--- config.mk ---
export PLATFORM = sky130hd
export DESIGN_NAME = reload_wakeup_timer
export DESIGN_NICKNAME = d
export VERILOG_FILES = /design/src/design/timer_pkg.sv /design/src/design/reload_wakeup_timer.sv
export SDC_FILE = /design/constraint.sdc
export NUM_CORES = 1
export LEC_CHECK = 0
export BUFFER_PORTS_ARGS = -buffer_cell sky130_fd_sc_hd__buf_2
export CAP_MARGIN = 15
export CORE_ASPECT_RATIO = 1.1
export CORE_UTILIZATION = 40
export DETAILED_ROUTE_END_ITERATION = 6
export PLACE_DENSITY_LB_ADDON = 0.05
export SYNTH_ARGS = -nofsm -noshare
export SYNTH_HDL_FRONTEND = slang
export SYNTH_SLANG_ARGS = --single-unit
--- constraint.sdc ---
create_clock -name clk -period 2.6 [get_ports clk]
set_input_delay 0.52 -clock clk [delete_from_list [all_inputs] [get_ports clk]]
set_output_delay 0.52 -clock clk [all_outputs]
set_load 0.01 [all_outputs]
--- src/design/timer_pkg.sv ---
// Package: register offsets, field positions, reset values for the reload/wake-up timers.
// Assumes a classic Wishbone slave with byte-wide registers, one per 32-bit word.
package timer_pkg;
  // Printed offsets are register indices; byte address is index * 4
  localparam logic [7:0] IDX_T3_RELOAD_HIGH = 8'h1F;
  localparam logic [7:0] IDX_T3_RELOAD_LOW  = 8'h20;
  localparam logic [7:0] IDX_T3_COUNT_HIGH  = 8'h21;
  localparam logic [7:0] IDX_T3_COUNT_LOW   = 8'h22;
  localparam logic [7:0] IDX_WK_CONTROL     = 8'h23;
  localparam logic [7:0] IDX_WK_RELOAD_HIGH = 8'h24;
  localparam logic [7:0] IDX_WK_RELOAD_LOW  = 8'h25;
  localparam logic [7:0] IDX_WK_COUNT_HIGH  = 8'h26;
  localparam logic [7:0] IDX_WK_COUNT_LOW   = 8'h27;
  localparam logic [7:0] IDX_IRQ_STATUS     = 8'h30;
  localparam logic [7:0] IDX_IRQ_CLEAR      = 8'h31;
  localparam logic [7:0] IDX_IRQ_ENABLE     = 8'h32;
  localparam logic [7:0] IDX_T3_START       = 8'h33;
  // Control field positions
  localparam int CTL_RUNNING  = 7;
  localparam int CTL_STROBE   = 6;
  localparam int CTL_TRIM     = 5;
  localparam int CTL_CARD     = 4;
  localparam int CTL_RELOAD   = 3;
  localparam int CTL_WAKE     = 2;
  localparam int CTL_CLK_HI   = 1;
  // Status bit positions
  localparam int ST_WK_UNDER  = 0;
  localparam int ST_T3_UNDER  = 1;
  localparam int ST_CARD      = 2;
  localparam int NUM_EVENTS   = 3;
  // Clock-select divide encodings
  localparam logic [1:0] SEL_DIV1  = 2'h0;
  localparam logic [1:0] SEL_DIV8  = 2'h1;
  localparam logic [1:0] SEL_DIV16 = 2'h2;
  localparam logic [1:0] SEL_DIV32 = 2'h3;
  localparam logic [4:0] DIV8_LAST  = 5'h07;
  localparam logic [4:0] DIV16_LAST = 5'h0F;
  localparam logic [4:0] DIV32_LAST = 5'h1F;
  // Reset values
  localparam logic [7:0]  RST_BYTE  = 8'h00;
  localparam logic [15:0] RST_WORD  = 16'h0000;
  localparam logic [5:0]  RST_CTL   = 6'h00;
  typedef enum logic [1:0] {
    SEQ_IDLE  = 2'b00,
    SEQ_FIELD = 2'b01,
    SEQ_DONE  = 2'b10
  } card_seq_t;
endpackage

--- src/design/reload_wakeup_timer.sv ---
// Reload timer (timer 3) registers and counter, full wake-up timer (timer 4) logic.
// Assumes classic Wishbone master on clk; oscillator, tick and detector pins are async.
`timescale 1ns/1ps
`default_nettype none
// Summary of operation
// RL1: Start loads timer 3 from reload bytes
// RL2: Timer 3 live count readable as bytes
// RL3: Software avoids count reads during reception
// RL4: Control bit 7 shows wake-up timer running
// RL5: Run state changes only with strobe bit
// RL6: Auto-trim starts trimming on each underflow
// RL7: Software configures a trimming timer first
// RL8: Auto card-detect runs sequence, card raises interrupt
// RL9: No card gives power-down; restart without gap
// RL10: Timer 3 times the field-on window
// RL11: Auto-reload reloads at zero, else stops
// RL12: Underflow sets the wake-up interrupt flag
// RL13: Auto-wake wakes device on underflow
// RL14: Software sets auto-wake for power-down afterwards
// RL15: Clock select gives divide 1, 8, 16, 32
// RL16: Wake-up timer loads reload at start
// RL17: Running timers decrement per tick; underflow from zero
module reload_wakeup_timer (
  input  wire logic        clk,
  input  wire logic        srst,
  input  wire logic        wb_cyc_i,
  input  wire logic        wb_stb_i,
  input  wire logic        wb_we_i,
  input  wire logic [7:0]  wb_adr_i,
  input  wire logic [3:0]  wb_sel_i,
  input  wire logic [31:0] wb_dat_i,
  output logic      [31:0] wb_dat_o,
  output logic             wb_ack_o,
  input  wire logic        lowFreqOscillator,
  input  wire logic        reloadTimerTick,
  input  wire logic        cardPresent,
  output logic             irq,
  output logic             wakeupTimerIrqFlag,
  output logic             trimStart,
  output logic             cardFieldOn,
  output logic             wakeRequest,
  output logic             powerDownRequest
);
  ////////////////////////////////////////////////////////////////////////////
  // Input synchronisers
  logic [2:0] syncA;
  logic [2:0] syncB;
  logic [2:0] syncPrev;
  logic       oscSync;
  logic       tickSync;
  logic       cardSync;
  logic       oscEdge;
  logic       t3Edge;
  assign oscSync  = syncB[0];
  assign tickSync = syncB[1];
  assign cardSync = syncB[2];
  assign oscEdge  = oscSync & ~syncPrev[0];
  assign t3Edge   = tickSync & ~syncPrev[1];
  // First stage only feeds the second; logic reads stage two
  always_ff @(posedge clk) begin
    syncA    <= {cardPresent, reloadTimerTick, lowFreqOscillator};
    syncB    <= syncA;
    syncPrev <= syncB;
  end

  ////////////////////////////////////////////////////////////////////////////
  // State
  logic [7:0]  t3RelHi, t3RelLo, wkRelHi, wkRelLo;
  logic [15:0] t3Count, wkCount;
  logic        t3Running, wkRunning;
  logic [5:0]  wkCtl;
  logic [4:0]  divCount;
  logic [2:0]  irqStatus, irqEnable;
  timer_pkg::card_seq_t seq;
  logic [7:0]  next_t3RelHi, next_t3RelLo, next_wkRelHi, next_wkRelLo;
  logic [15:0] next_t3Count, next_wkCount;
  logic        next_t3Running, next_wkRunning;
  logic [5:0]  next_wkCtl;
  logic [4:0]  next_divCount;
  logic [2:0]  next_irqStatus, next_irqEnable;
  timer_pkg::card_seq_t next_seq;
  logic [31:0] next_datOut;
  logic        next_ack, next_irq, next_trim, next_field, next_wake, next_pd;

  logic        wrAcc, rdAcc;
  logic [7:0]  idx;
  logic        wkTick, wkUnder, t3Under, t3Start;
  logic [4:0]  divLast;
  logic [2:0]  events;
  // Register index from the word-aligned byte address
  assign idx   = {2'h0, wb_adr_i[7:2]};
  assign wrAcc = wb_cyc_i & wb_stb_i & ~wb_ack_o & wb_we_i & wb_sel_i[0];
  assign rdAcc = wb_cyc_i & wb_stb_i & ~wb_ack_o & ~wb_we_i;

  ////////////////////////////////////////////////////////////////////////////
  // Wake-up timer tick divider
  always_comb begin
    case (wkCtl[timer_pkg::CTL_CLK_HI:0])                                    // RL15
      timer_pkg::SEL_DIV1:  divLast = 5'h00;
      timer_pkg::SEL_DIV8:  divLast = timer_pkg::DIV8_LAST;
      timer_pkg::SEL_DIV16: divLast = timer_pkg::DIV16_LAST;
      timer_pkg::SEL_DIV32: divLast = timer_pkg::DIV32_LAST;
      default:              divLast = 5'h00;
    endcase
    wkTick        = 1'b0;
    next_divCount = divCount;
    if (!wkRunning) begin
      next_divCount = 5'h00;
    end else if (oscEdge) begin
      if (divCount >= divLast) begin
        next_divCount = 5'h00;
        wkTick        = 1'b1;                                                // RL15
      end else begin
        next_divCount = divCount + 5'h01;
      end
    end
    // A run-state write restarts the divider so the first period is whole
    if (wrAcc && idx == timer_pkg::IDX_WK_CONTROL && wb_dat_i[timer_pkg::CTL_STROBE]) begin
      next_divCount = 5'h00;                                                 // RL5
    end
  end

  ////////////////////////////////////////////////////////////////////////////
  // Timers, card detection, registers
  always_comb begin
    next_t3RelHi   = t3RelHi;
    next_t3RelLo   = t3RelLo;
    next_wkRelHi   = wkRelHi;
    next_wkRelLo   = wkRelLo;
    next_t3Count   = t3Count;
    next_wkCount   = wkCount;
    next_t3Running = t3Running;
    next_wkRunning = wkRunning;
    next_wkCtl     = wkCtl;
    next_irqEnable = irqEnable;
    next_seq       = seq;
    next_trim      = 1'b0;
    next_wake      = 1'b0;
    next_pd        = 1'b0;
    events         = 3'h0;
    t3Start        = 1'b0;
    wkUnder        = 1'b0;
    t3Under        = 1'b0;
    // Wake-up timer countdown
    if (wkRunning && wkTick) begin
      if (wkCount == 16'h0000) begin                                         // RL17
        wkUnder = 1'b1;
        // Card detection keeps the period cycling with no gap
        if (wkCtl[timer_pkg::CTL_RELOAD] || wkCtl[timer_pkg::CTL_CARD]) begin  // RL9
          next_wkCount = {wkRelHi, wkRelLo};                                 // RL11
        end else begin
          next_wkRunning = 1'b0;                                             // RL11
        end
      end else begin
        next_wkCount = wkCount - 16'h0001;                                   // RL17
      end
    end
    // Underflow side effects are one-cycle request pulses
    if (wkUnder) begin
      events[timer_pkg::ST_WK_UNDER] = 1'b1;                                 // RL12
      next_trim = wkCtl[timer_pkg::CTL_TRIM];                                // RL6
      next_wake = wkCtl[timer_pkg::CTL_WAKE];                                // RL13
      if (wkCtl[timer_pkg::CTL_CARD]) begin
        next_seq = timer_pkg::SEQ_FIELD;                                     // RL8
        t3Start  = 1'b1;                                                     // RL10
      end
    end
    // Timer 3 first: its underflow closes the window at once
    // Timer 3 is one-shot; its start is decoded further down in this block
    if (t3Running && t3Edge) begin
      if (t3Count == 16'h0000) begin
        t3Under        = 1'b1;                                               // RL17
        next_t3Running = 1'b0;
      end else begin
        next_t3Count = t3Count - 16'h0001;                                   // RL17
      end
    end
    events[timer_pkg::ST_T3_UNDER] = t3Under;
    // Card detection sequence
    // Window ends on a card, or when timer 3 runs out
    case (seq)
      timer_pkg::SEQ_IDLE: ;
      timer_pkg::SEQ_FIELD: begin
        if (cardSync) begin
          events[timer_pkg::ST_CARD] = 1'b1;                                 // RL8
          // One wake pulse per detection, even if auto-wake just asked
          next_wake = ~wakeRequest;                                          // RL8
          next_seq  = timer_pkg::SEQ_DONE;
        end else if (t3Under || !t3Running) begin
          next_pd  = wkCtl[timer_pkg::CTL_WAKE];                             // RL9
          next_seq = timer_pkg::SEQ_DONE;
        end
      end
      timer_pkg::SEQ_DONE: next_seq = timer_pkg::SEQ_IDLE;
      default: next_seq = timer_pkg::SEQ_IDLE;
    endcase
    // Register writes
    // Count bytes are read-only; writes to them fall to default
    if (wrAcc) begin
      case (idx)
        timer_pkg::IDX_T3_RELOAD_HIGH: next_t3RelHi = wb_dat_i[7:0];         // RL1
        timer_pkg::IDX_T3_RELOAD_LOW:  next_t3RelLo = wb_dat_i[7:0];         // RL1
        timer_pkg::IDX_WK_RELOAD_HIGH: next_wkRelHi = wb_dat_i[7:0];         // RL16
        timer_pkg::IDX_WK_RELOAD_LOW:  next_wkRelLo = wb_dat_i[7:0];         // RL16
        timer_pkg::IDX_IRQ_ENABLE:     next_irqEnable = wb_dat_i[2:0];
        timer_pkg::IDX_T3_START:       t3Start = t3Start | wb_dat_i[0];
        timer_pkg::IDX_WK_CONTROL: begin
          next_wkCtl = wb_dat_i[5:0];
          if (wb_dat_i[timer_pkg::CTL_STROBE]) begin                         // RL5
            next_wkRunning = wb_dat_i[timer_pkg::CTL_RUNNING];               // RL5
            if (wb_dat_i[timer_pkg::CTL_RUNNING]) begin
              next_wkCount = {wkRelHi, wkRelLo};                             // RL16
            end
          end
        end
        default: ;
      endcase
    end
    if (t3Start) begin
      next_t3Count   = {t3RelHi, t3RelLo};                                   // RL1
      next_t3Running = 1'b1;
    end
    // Sticky status: set wins over clear
    next_irqStatus = irqStatus;
    if (wrAcc && idx == timer_pkg::IDX_IRQ_CLEAR) begin
      next_irqStatus = irqStatus & ~wb_dat_i[2:0];
    end
    next_irqStatus = next_irqStatus | events;
    next_irq   = |(next_irqStatus & next_irqEnable);
    next_field = (next_seq == timer_pkg::SEQ_FIELD);                         // RL10
    // Read data
    // Clear register reads as zero
    next_datOut = 32'h0000_0000;
    if (rdAcc) begin
      case (idx)
        timer_pkg::IDX_T3_RELOAD_HIGH: next_datOut[7:0] = t3RelHi;
        timer_pkg::IDX_T3_RELOAD_LOW:  next_datOut[7:0] = t3RelLo;
        timer_pkg::IDX_T3_COUNT_HIGH:  next_datOut[7:0] = t3Count[15:8];     // RL2
        timer_pkg::IDX_T3_COUNT_LOW:   next_datOut[7:0] = t3Count[7:0];      // RL2
        timer_pkg::IDX_WK_CONTROL:     next_datOut[7:0] = {wkRunning, 1'b0, wkCtl}; // RL4
        timer_pkg::IDX_WK_RELOAD_HIGH: next_datOut[7:0] = wkRelHi;
        timer_pkg::IDX_WK_RELOAD_LOW:  next_datOut[7:0] = wkRelLo;
        timer_pkg::IDX_WK_COUNT_HIGH:  next_datOut[7:0] = wkCount[15:8];
        timer_pkg::IDX_WK_COUNT_LOW:   next_datOut[7:0] = wkCount[7:0];
        timer_pkg::IDX_IRQ_STATUS:     next_datOut[2:0] = irqStatus;
        timer_pkg::IDX_IRQ_ENABLE:     next_datOut[2:0] = irqEnable;
        default:                       next_datOut = 32'h0000_0000;
      endcase
    end
    next_ack = wb_cyc_i & wb_stb_i & ~wb_ack_o;
  end

  ////////////////////////////////////////////////////////////////////////////
  // Register stage: only stores the next values
  always_ff @(posedge clk) begin
    if (srst) begin
      t3RelHi            <= timer_pkg::RST_BYTE;
      t3RelLo            <= timer_pkg::RST_BYTE;
      wkRelHi            <= timer_pkg::RST_BYTE;
      wkRelLo            <= timer_pkg::RST_BYTE;
      t3Count            <= timer_pkg::RST_WORD;
      wkCount            <= timer_pkg::RST_WORD;
      t3Running          <= 1'b0;
      wkRunning          <= 1'b0;
      wkCtl              <= timer_pkg::RST_CTL;
      divCount           <= 5'h00;
      irqStatus          <= 3'h0;
      irqEnable          <= 3'h0;
      seq                <= timer_pkg::SEQ_IDLE;
      wb_dat_o           <= 32'h0000_0000;
      wb_ack_o           <= 1'b0;
      irq                <= 1'b0;
      wakeupTimerIrqFlag <= 1'b0;
      trimStart          <= 1'b0;
      cardFieldOn        <= 1'b0;
      wakeRequest        <= 1'b0;
      powerDownRequest   <= 1'b0;
    end else begin
      t3RelHi            <= next_t3RelHi;
      t3RelLo            <= next_t3RelLo;
      wkRelHi            <= next_wkRelHi;
      wkRelLo            <= next_wkRelLo;
      t3Count            <= next_t3Count;
      wkCount            <= next_wkCount;
      t3Running          <= next_t3Running;
      wkRunning          <= next_wkRunning;
      wkCtl              <= next_wkCtl;
      divCount           <= next_divCount;
      irqStatus          <= next_irqStatus;
      irqEnable          <= next_irqEnable;
      seq                <= next_seq;
      wb_dat_o           <= next_datOut;
      wb_ack_o           <= next_ack;
      irq                <= next_irq;
      wakeupTimerIrqFlag <= next_irqStatus[timer_pkg::ST_WK_UNDER];          // RL12
      trimStart          <= next_trim;
      cardFieldOn        <= next_field;
      wakeRequest        <= next_wake;
      powerDownRequest   <= next_pd;
    end
  end
endmodule // reload_wakeup_timer
`default_nettype wire

; ---- Word level (Yosys, flattened, before mapping)
; Index checks and enable logic that the tools add are counted.
[op_classes]
n_mul = 0
div_mod_pow = 0
bitwise_logic = 22
eq_ne = 19
n_addsub = 3
muxes = 48
n_reduce_logical = 26
shift = 0
magnitude_cmp = 1
[op_table]
columns = operator, count
row1 = 16-bit 2-to-1 mux, 10
row2 = "6-bit == test, second input constant", 12
row3 = 5-bit case mux with 9 select lines, 1
row4 = 3-bit case mux with 11 select lines, 1
row5 = 16-bit zero test, 2
row6 = "16-bit by 1-bit subtractor with 16-bit output, second input constant", 2
row7 = 1-bit 2-to-1 mux, 26
row8 = 5-bit case mux with 4 select lines, 1
row9 = 2-bit AND reduction, 7
row10 = 1-bit inverter, 10
row11 = 3-bit 2-to-1 mux, 3
row12 = 2-bit 2-to-1 mux, 4
row13 = 1-bit bitwise AND, 7
row14 = 3-bit bitwise AND, 2
row15 = "2-bit by 1-bit == test with 1-bit output, second input constant", 3
row16 = "6-bit by 5-bit == test with 1-bit output, second input constant", 1
row17 = 3-bit OR reduction, 2
row18 = "5-bit by 1-bit adder with 5-bit output, second input constant", 1
row19 = 5-bit >= comparator, 1
row20 = 1-bit logical AND, 5
row21 = 5-bit 2-to-1 mux, 1
row22 = "2-bit == test, second input constant", 2
row23 = 2-bit zero test, 2
row24 = 2-bit case mux with 2 select lines, 1
row25 = 9 further kinds, 12
[word_totals]
elab_cells = 144
rom_bits = 0
reg_bits = 132
inputBits = 52
n_memories = 0
latchBits = 0
ramBits = 0
out_inout_bits = 39

; ---- Logic depth before layout (Yosys ltp)
[depth]
depth_word = 14
depth_mapped = 10
depth_no_buf = 9

; ---- Least setup slack after synthesis
; OpenSTA, ideal clock, no wires.
[synth_timing]
path_type = input-to-reg
startpoint = input port wb_adr_i[4]
endpoint = register wkCount[3]
arrival_time_ns = 2.398
path_stages = 7
n_path_buf = 2
required_ns = 2.497
setup_ns = 0.103
path_slack_ns = 0.098
path_cell_list = buf_2 or4b_4 nor4_4 and3_1 buf_2 nor2_1 a2111oi_2
[synth_via]
elab_chain_cells = 3
[synth_lines]
columns = item, line_no
row1 = "start, declared", reload_wakeup_timer.sv:29  ; input wire logic [7:0] wb_adr_i,
row2 = 6-bit == test, reload_wakeup_timer.sv:200  ; case (idx)
row3 = 16-bit 2-to-1 mux, reload_wakeup_timer.sv:200
row4 = 16-bit 2-to-1 mux, reload_wakeup_timer.sv:199  ; if (wrAcc) begin
row5 = "end signal, assigned", reload_wakeup_timer.sv:262  ; wkCount <= timer_pkg::RST_WORD;
row6 = "end signal, assigned", reload_wakeup_timer.sv:284  ; wkCount <= next_wkCount;
row7 = "end, declared", reload_wakeup_timer.sv:69  ; logic [15:0] t3Count, wkCount;
; No other way between the ends.
; A chain may end at the register's enable or synchronous reset.

; ---- Worst setup path in the final report
[layout_timing]
startpoint = register wkCtl[0]
endpoint = register t3Count[1]
[layout_via]
elab_chain_cells = 14
word_cells_on_any_way = 19
classes_between = order compare (1) / eq/ne (4) / mux (9) / bitwise (1) / reduce/logical (4)
[layout_lines]
columns = item, line_no
row1 = "start, declared", reload_wakeup_timer.sv:71  ; logic [5:0] wkCtl;
row2 = "start signal, assigned", reload_wakeup_timer.sv:265  ; wkCtl <= timer_pkg::RST_CTL;
row3 = "start signal, assigned", reload_wakeup_timer.sv:287  ; wkCtl <= next_wkCtl;
row4 = "2-bit == test, or another cell as far along", reload_wakeup_timer.sv:98  ; case (wkCtl[timer_pkg::CTL_CLK_HI:0])
row5 = 5-bit case mux with 4 select lines (*), reload_wakeup_timer.sv:98
row6 = 5-bit >= comparator (*), reload_wakeup_timer.sv:110  ; if (divCount >= divLast) begin
row7 = 1-bit 2-to-1 mux (*), reload_wakeup_timer.sv:110
row8 = 1-bit 2-to-1 mux (*), reload_wakeup_timer.sv:109  ; end else if (oscEdge) begin
row9 = 1-bit 2-to-1 mux (*), reload_wakeup_timer.sv:107  ; if (!wkRunning) begin
row10 = 1-bit logical AND (*), reload_wakeup_timer.sv:145  ; if (wkRunning && wkTick) begin
row11 = 1-bit 2-to-1 mux (*), reload_wakeup_timer.sv:145
row12 = 1-bit 2-to-1 mux (*), reload_wakeup_timer.sv:159  ; if (wkUnder) begin
row13 = 1-bit OR, reload_wakeup_timer.sv:206  ; timer_pkg::IDX_T3_START: t3Start = t3Start | wb_dat_i[0];
row14 = 1-bit 2-to-1 mux, reload_wakeup_timer.sv:200
row15 = 1-bit 2-to-1 mux (*), reload_wakeup_timer.sv:199
row16 = 2-bit != test (no source line) or 2-bit nonzero test (tied branches), -
row17 = 2-bit AND reduction (no source line), -
row18 = "end signal, assigned", reload_wakeup_timer.sv:261  ; t3Count <= timer_pkg::RST_WORD;
row19 = "end signal, assigned", reload_wakeup_timer.sv:283  ; t3Count <= next_t3Count;
row20 = "end, declared", reload_wakeup_timer.sv:69
; Every way passes the cells marked *; elsewhere a longest branch is shown, timed or not.

==> results.sh <==
export IMPL_dieWidth_um=114.0
export IMPL_async_reset_ff_share_pct=0
export IMPL_finalHoldViolations=0
export IMPL_syn_cell_area_um2=5522
export IMPL_chipHeight_um=125.2
export IMPL_period_minus_slack_ps=2458
export IMPL_critPathCaptureType="register"
export IMPL_cts_buffers=9
export IMPL_final_core_util_pct=47.89
export IMPL_tightest_slew_ps=712.2
export IMPL_setup_viol=0
export IMPL_worst_r2r_endpoint="t3Count[1]"
export IMPL_final_period_utilization_pct=94.52
export IMPL_synth_top_family_by_area="simple AND/OR/NAND/NOR gates"
export IMPL_ant_nets=0
export IMPL_min_delay_start="reloadTimerTick"
export IMPL_clockBufferDepth=2
export IMPL_setup_slack_ps=142.4
export IMPL_grt_start_max_net_pins=32
export IMPL_hold_end="syncA[1]"
export IMPL_first_iter_violations=429
export IMPL_worstSkewPairLatency_ps=360
export IMPL_synthAdderAreaFrac_pct=1.586
export IMPL_reg2reg_depth=11
export IMPL_r2r_start="wkCtl[0]"
export IMPL_rsz0062_at_grt="yes"
export IMPL_fill_cells=1338
export IMPL_arrival_ps=2720
export IMPL_areaGrowthSynthToFinish_pct=15.54
export IMPL_synth_simple_area_share_pct=21.35
export IMPL_yosysWarnings=0
export IMPL_synthFlopType="dfxtp_1"
export IMPL_antenna_found_initial=0
export IMPL_outcome="finished, final reports clean"
export IMPL_num_vias=5174
export IMPL_maxCapViolCount=0
export IMPL_slew_headroom_pct=52.09
export IMPL_syn_inst=648
export IMPL_min_path_type="input port to register"
export IMPL_grt_pass1_wl_mm=27.11
export IMPL_io_pins=91
export IMPL_slew_viol_final=0
export IMPL_drive_gt1_share_pct=16.02
export IMPL_core_area_um2=13320
export IMPL_yosysUniqueCellTypes=66
export IMPL_floorplan_initialDensity_pct=41.44
export IMPL_yosys_area_share_xor_xnor_pct=2.062
export IMPL_leakagePower_uw=0.002430
export IMPL_fmax_ghz=0.4069
export IMPL_cts_clk_slew_worst_paths_ps=80
export IMPL_dieArea_um2=14280
export IMPL_gp_congestion=0.9024
export IMPL_ff_latch_area_um2=2142
export IMPL_post_cts_buffers=0
export IMPL_synth_compound_area_share_pct=21.23
export IMPL_ys_seq_elements=107
export IMPL_cts_sinks=107
export IMPL_drc=0
export IMPL_cts_tree="yes"
export IMPL_diodes=0
export IMPL_r2r_setup_slack_ps=140
export IMPL_use_met3_pct=3.732
export IMPL_multi_input_area_um2=3120
export IMPL_synth_edf_count=0
export IMPL_clock_tree_root_cell="clkbuf_16"
export IMPL_viasPerCell=5.736
export IMPL_io_buffer_count=37
export IMPL_hpwl_mm=12.86
export IMPL_fin_skew_ps=7.896
export IMPL_grtUsageMet2_pct=38.97
export IMPL_criticalPathCategory="register to register"
export IMPL_start_kind="register"
export IMPL_cp_max_fo=14
export IMPL_wl_per_cell_um=19.14
export IMPL_grt_pass1_vias=4810
export IMPL_powerDensity_nw_per_um2=489.5
export IMPL_pre_cts_slack_ps=43.19
export IMPL_final_nets=772
export IMPL_synthMuxAreaShare_pct=8.543
export IMPL_hold_slack_ps=253.0
export IMPL_yosysSeqAreaShare_pct=38.79
export IMPL_routed_wl_mm=17.27
export IMPL_rows=44
export IMPL_drt_pass1_iter_count=5
export IMPL_grt_busiest_layer="met2"
export IMPL_critPathRequiredTime_ps=2870
export IMPL_syn_avg_cell_area_um2=8.521
export IMPL_ir_drop_mv=0.3916
export IMPL_htree_levels=3
export IMPL_whs_path_depth=1
export IMPL_grtUsageTotal_pct=24.98
export IMPL_met1_usage_pct=34.98
export IMPL_overflow=0
critical path, stage by stage (launching register included):
cell	delay (ps)
dfxtp_1	310
nor2_1	150
inv_1	60
ha_1	260
nand2b_1	150
a221oi_2	290
nor3_1	90
buf_4	190
o211a_1	270
buf_4	150
o211a_1	220
a31o_2	200
cell usage in the layout, fill, tap and decap left out, drive strengths merged, types with 4 or more instances in the layout:
cell and instances:
a211oi 17, a21oi 46, a221oi 11, a222oi 6, a22o 6, a22oi 11, a311oi 6, a31oi 9
and2 6, and3 4, buf 85, clkbuf 9, conb 24, dfxtp 107, ha 7, inv 17
mux2i 46, nand2 47, nand2b 6, nand3 22, nand4 9, nor2 80, nor3 19, nor3b 4
nor4 6, o21ai 24, o31ai 6, or3 8, xor2 10
metal layers:
| layer | share of wire, % | wire [um] |
|---|---|---|
| met1 | 46 | 8022 |
| met2 | 46 | 7968 |
| met3 | 5.6 | 969 |
| met5 | 0 | 0 |
| met4 | 1.8 | 306 |
final cells by class:
type | instances | share of cell area [%]
multi-input cells | 496 | 48.91
flip-flops and latches | 107 | 33.58
well taps | 184 | 3.609
inverters | 14 | 0.8237
clock inverters | 7 | 0.9414
clock buffers | 9 | 3.530
repair buffers | 85 | 8.610
where the power goes:
group / total [uW] / internal, uW / switching (uW)
combinational: 132 / 35.4 / 96.6
sequential: 1650 / 1640 / 3.33
clock: 1340 / 666 / 677
cells by family after synthesis:
logic type	after synthesis
xor gates and xnor gates	13
and+or+nand+nor	234
other	1
muxes	47
buffers and inverters	68
AOI/OAI and AO/OA	171
adders and majority gates	7
DFF	107
flip-flops by register name, indices dropped and copies added, names as in the netlist, 2 cells and up:
| register | flops |
|---|---|
| t3Count | 16 |
| wkCount | 16 |
| t3RelHi | 8 |
| t3RelLo | 8 |
| wb_dat_o | 8 |
| wkRelHi | 8 |
| wkRelLo | 8 |
| wkCtl | 6 |
| divCount | 5 |
| irqEnable | 3 |
| irqStatus | 3 |
| syncA | 3 |
| syncB | 3 |
| seq | 2 |
| syncPrev | 2 |
synth_stat cells, drive strengths merged, types with 11 or more instances:
master / count / area share, %
a21oi: 46 / 4.2
clkbuf: 21 / 1.4
a22oi: 11 / 1.5
mux2i: 46 / 8.3
dfxtp: 107 / 39
o21ai: 24 / 2.2
a221oi: 11 / 1.7
a211oi: 17 / 2.3
nor2: 80 / 5.5
inv: 14 / 0.95
buf: 33 / 4.0
nand3: 22 / 2.0
nand2: 47 / 3.2
nor3: 19 / 2.0
worst max-delay path by stage:
stage / start / cells past startpoint / end / slack [ps]
3_5_place_dp: wkCtl[0] / 11 / t3Count[1] / 40
3_3_place_gp: wkCtl[0] / 11 / t3Count[1] / 50
6_report: wkCtl[0] / 11 / t3Count[1] / 140
5_1_grt: wkCtl[0] / 11 / t3Count[14] / -2
2_1_floorplan: wb_adr_i[4] / 7 / wkCount[3] / 100
4_1_cts: wkCtl[0] / 11 / t3Count[1] / 10
stage by stage:
step	std cells	power, uW	TNS, ps	instance area (um^2)
detailed placement	886	1818	0	6085
global placement	886	1816	0	6085
global route	902	3230	-2.137	6380
finish	902	3123	0	6380
floorplan	671	1787	0	5608
CTS	902	3147	0	6370
timing repair:
action                                  CTS  global route
resized for setup                         0             3
endpoints found under the setup margin    0            19
hold buffers                              0             0
No activity file was read; power rests on OpenSTA's default activity.
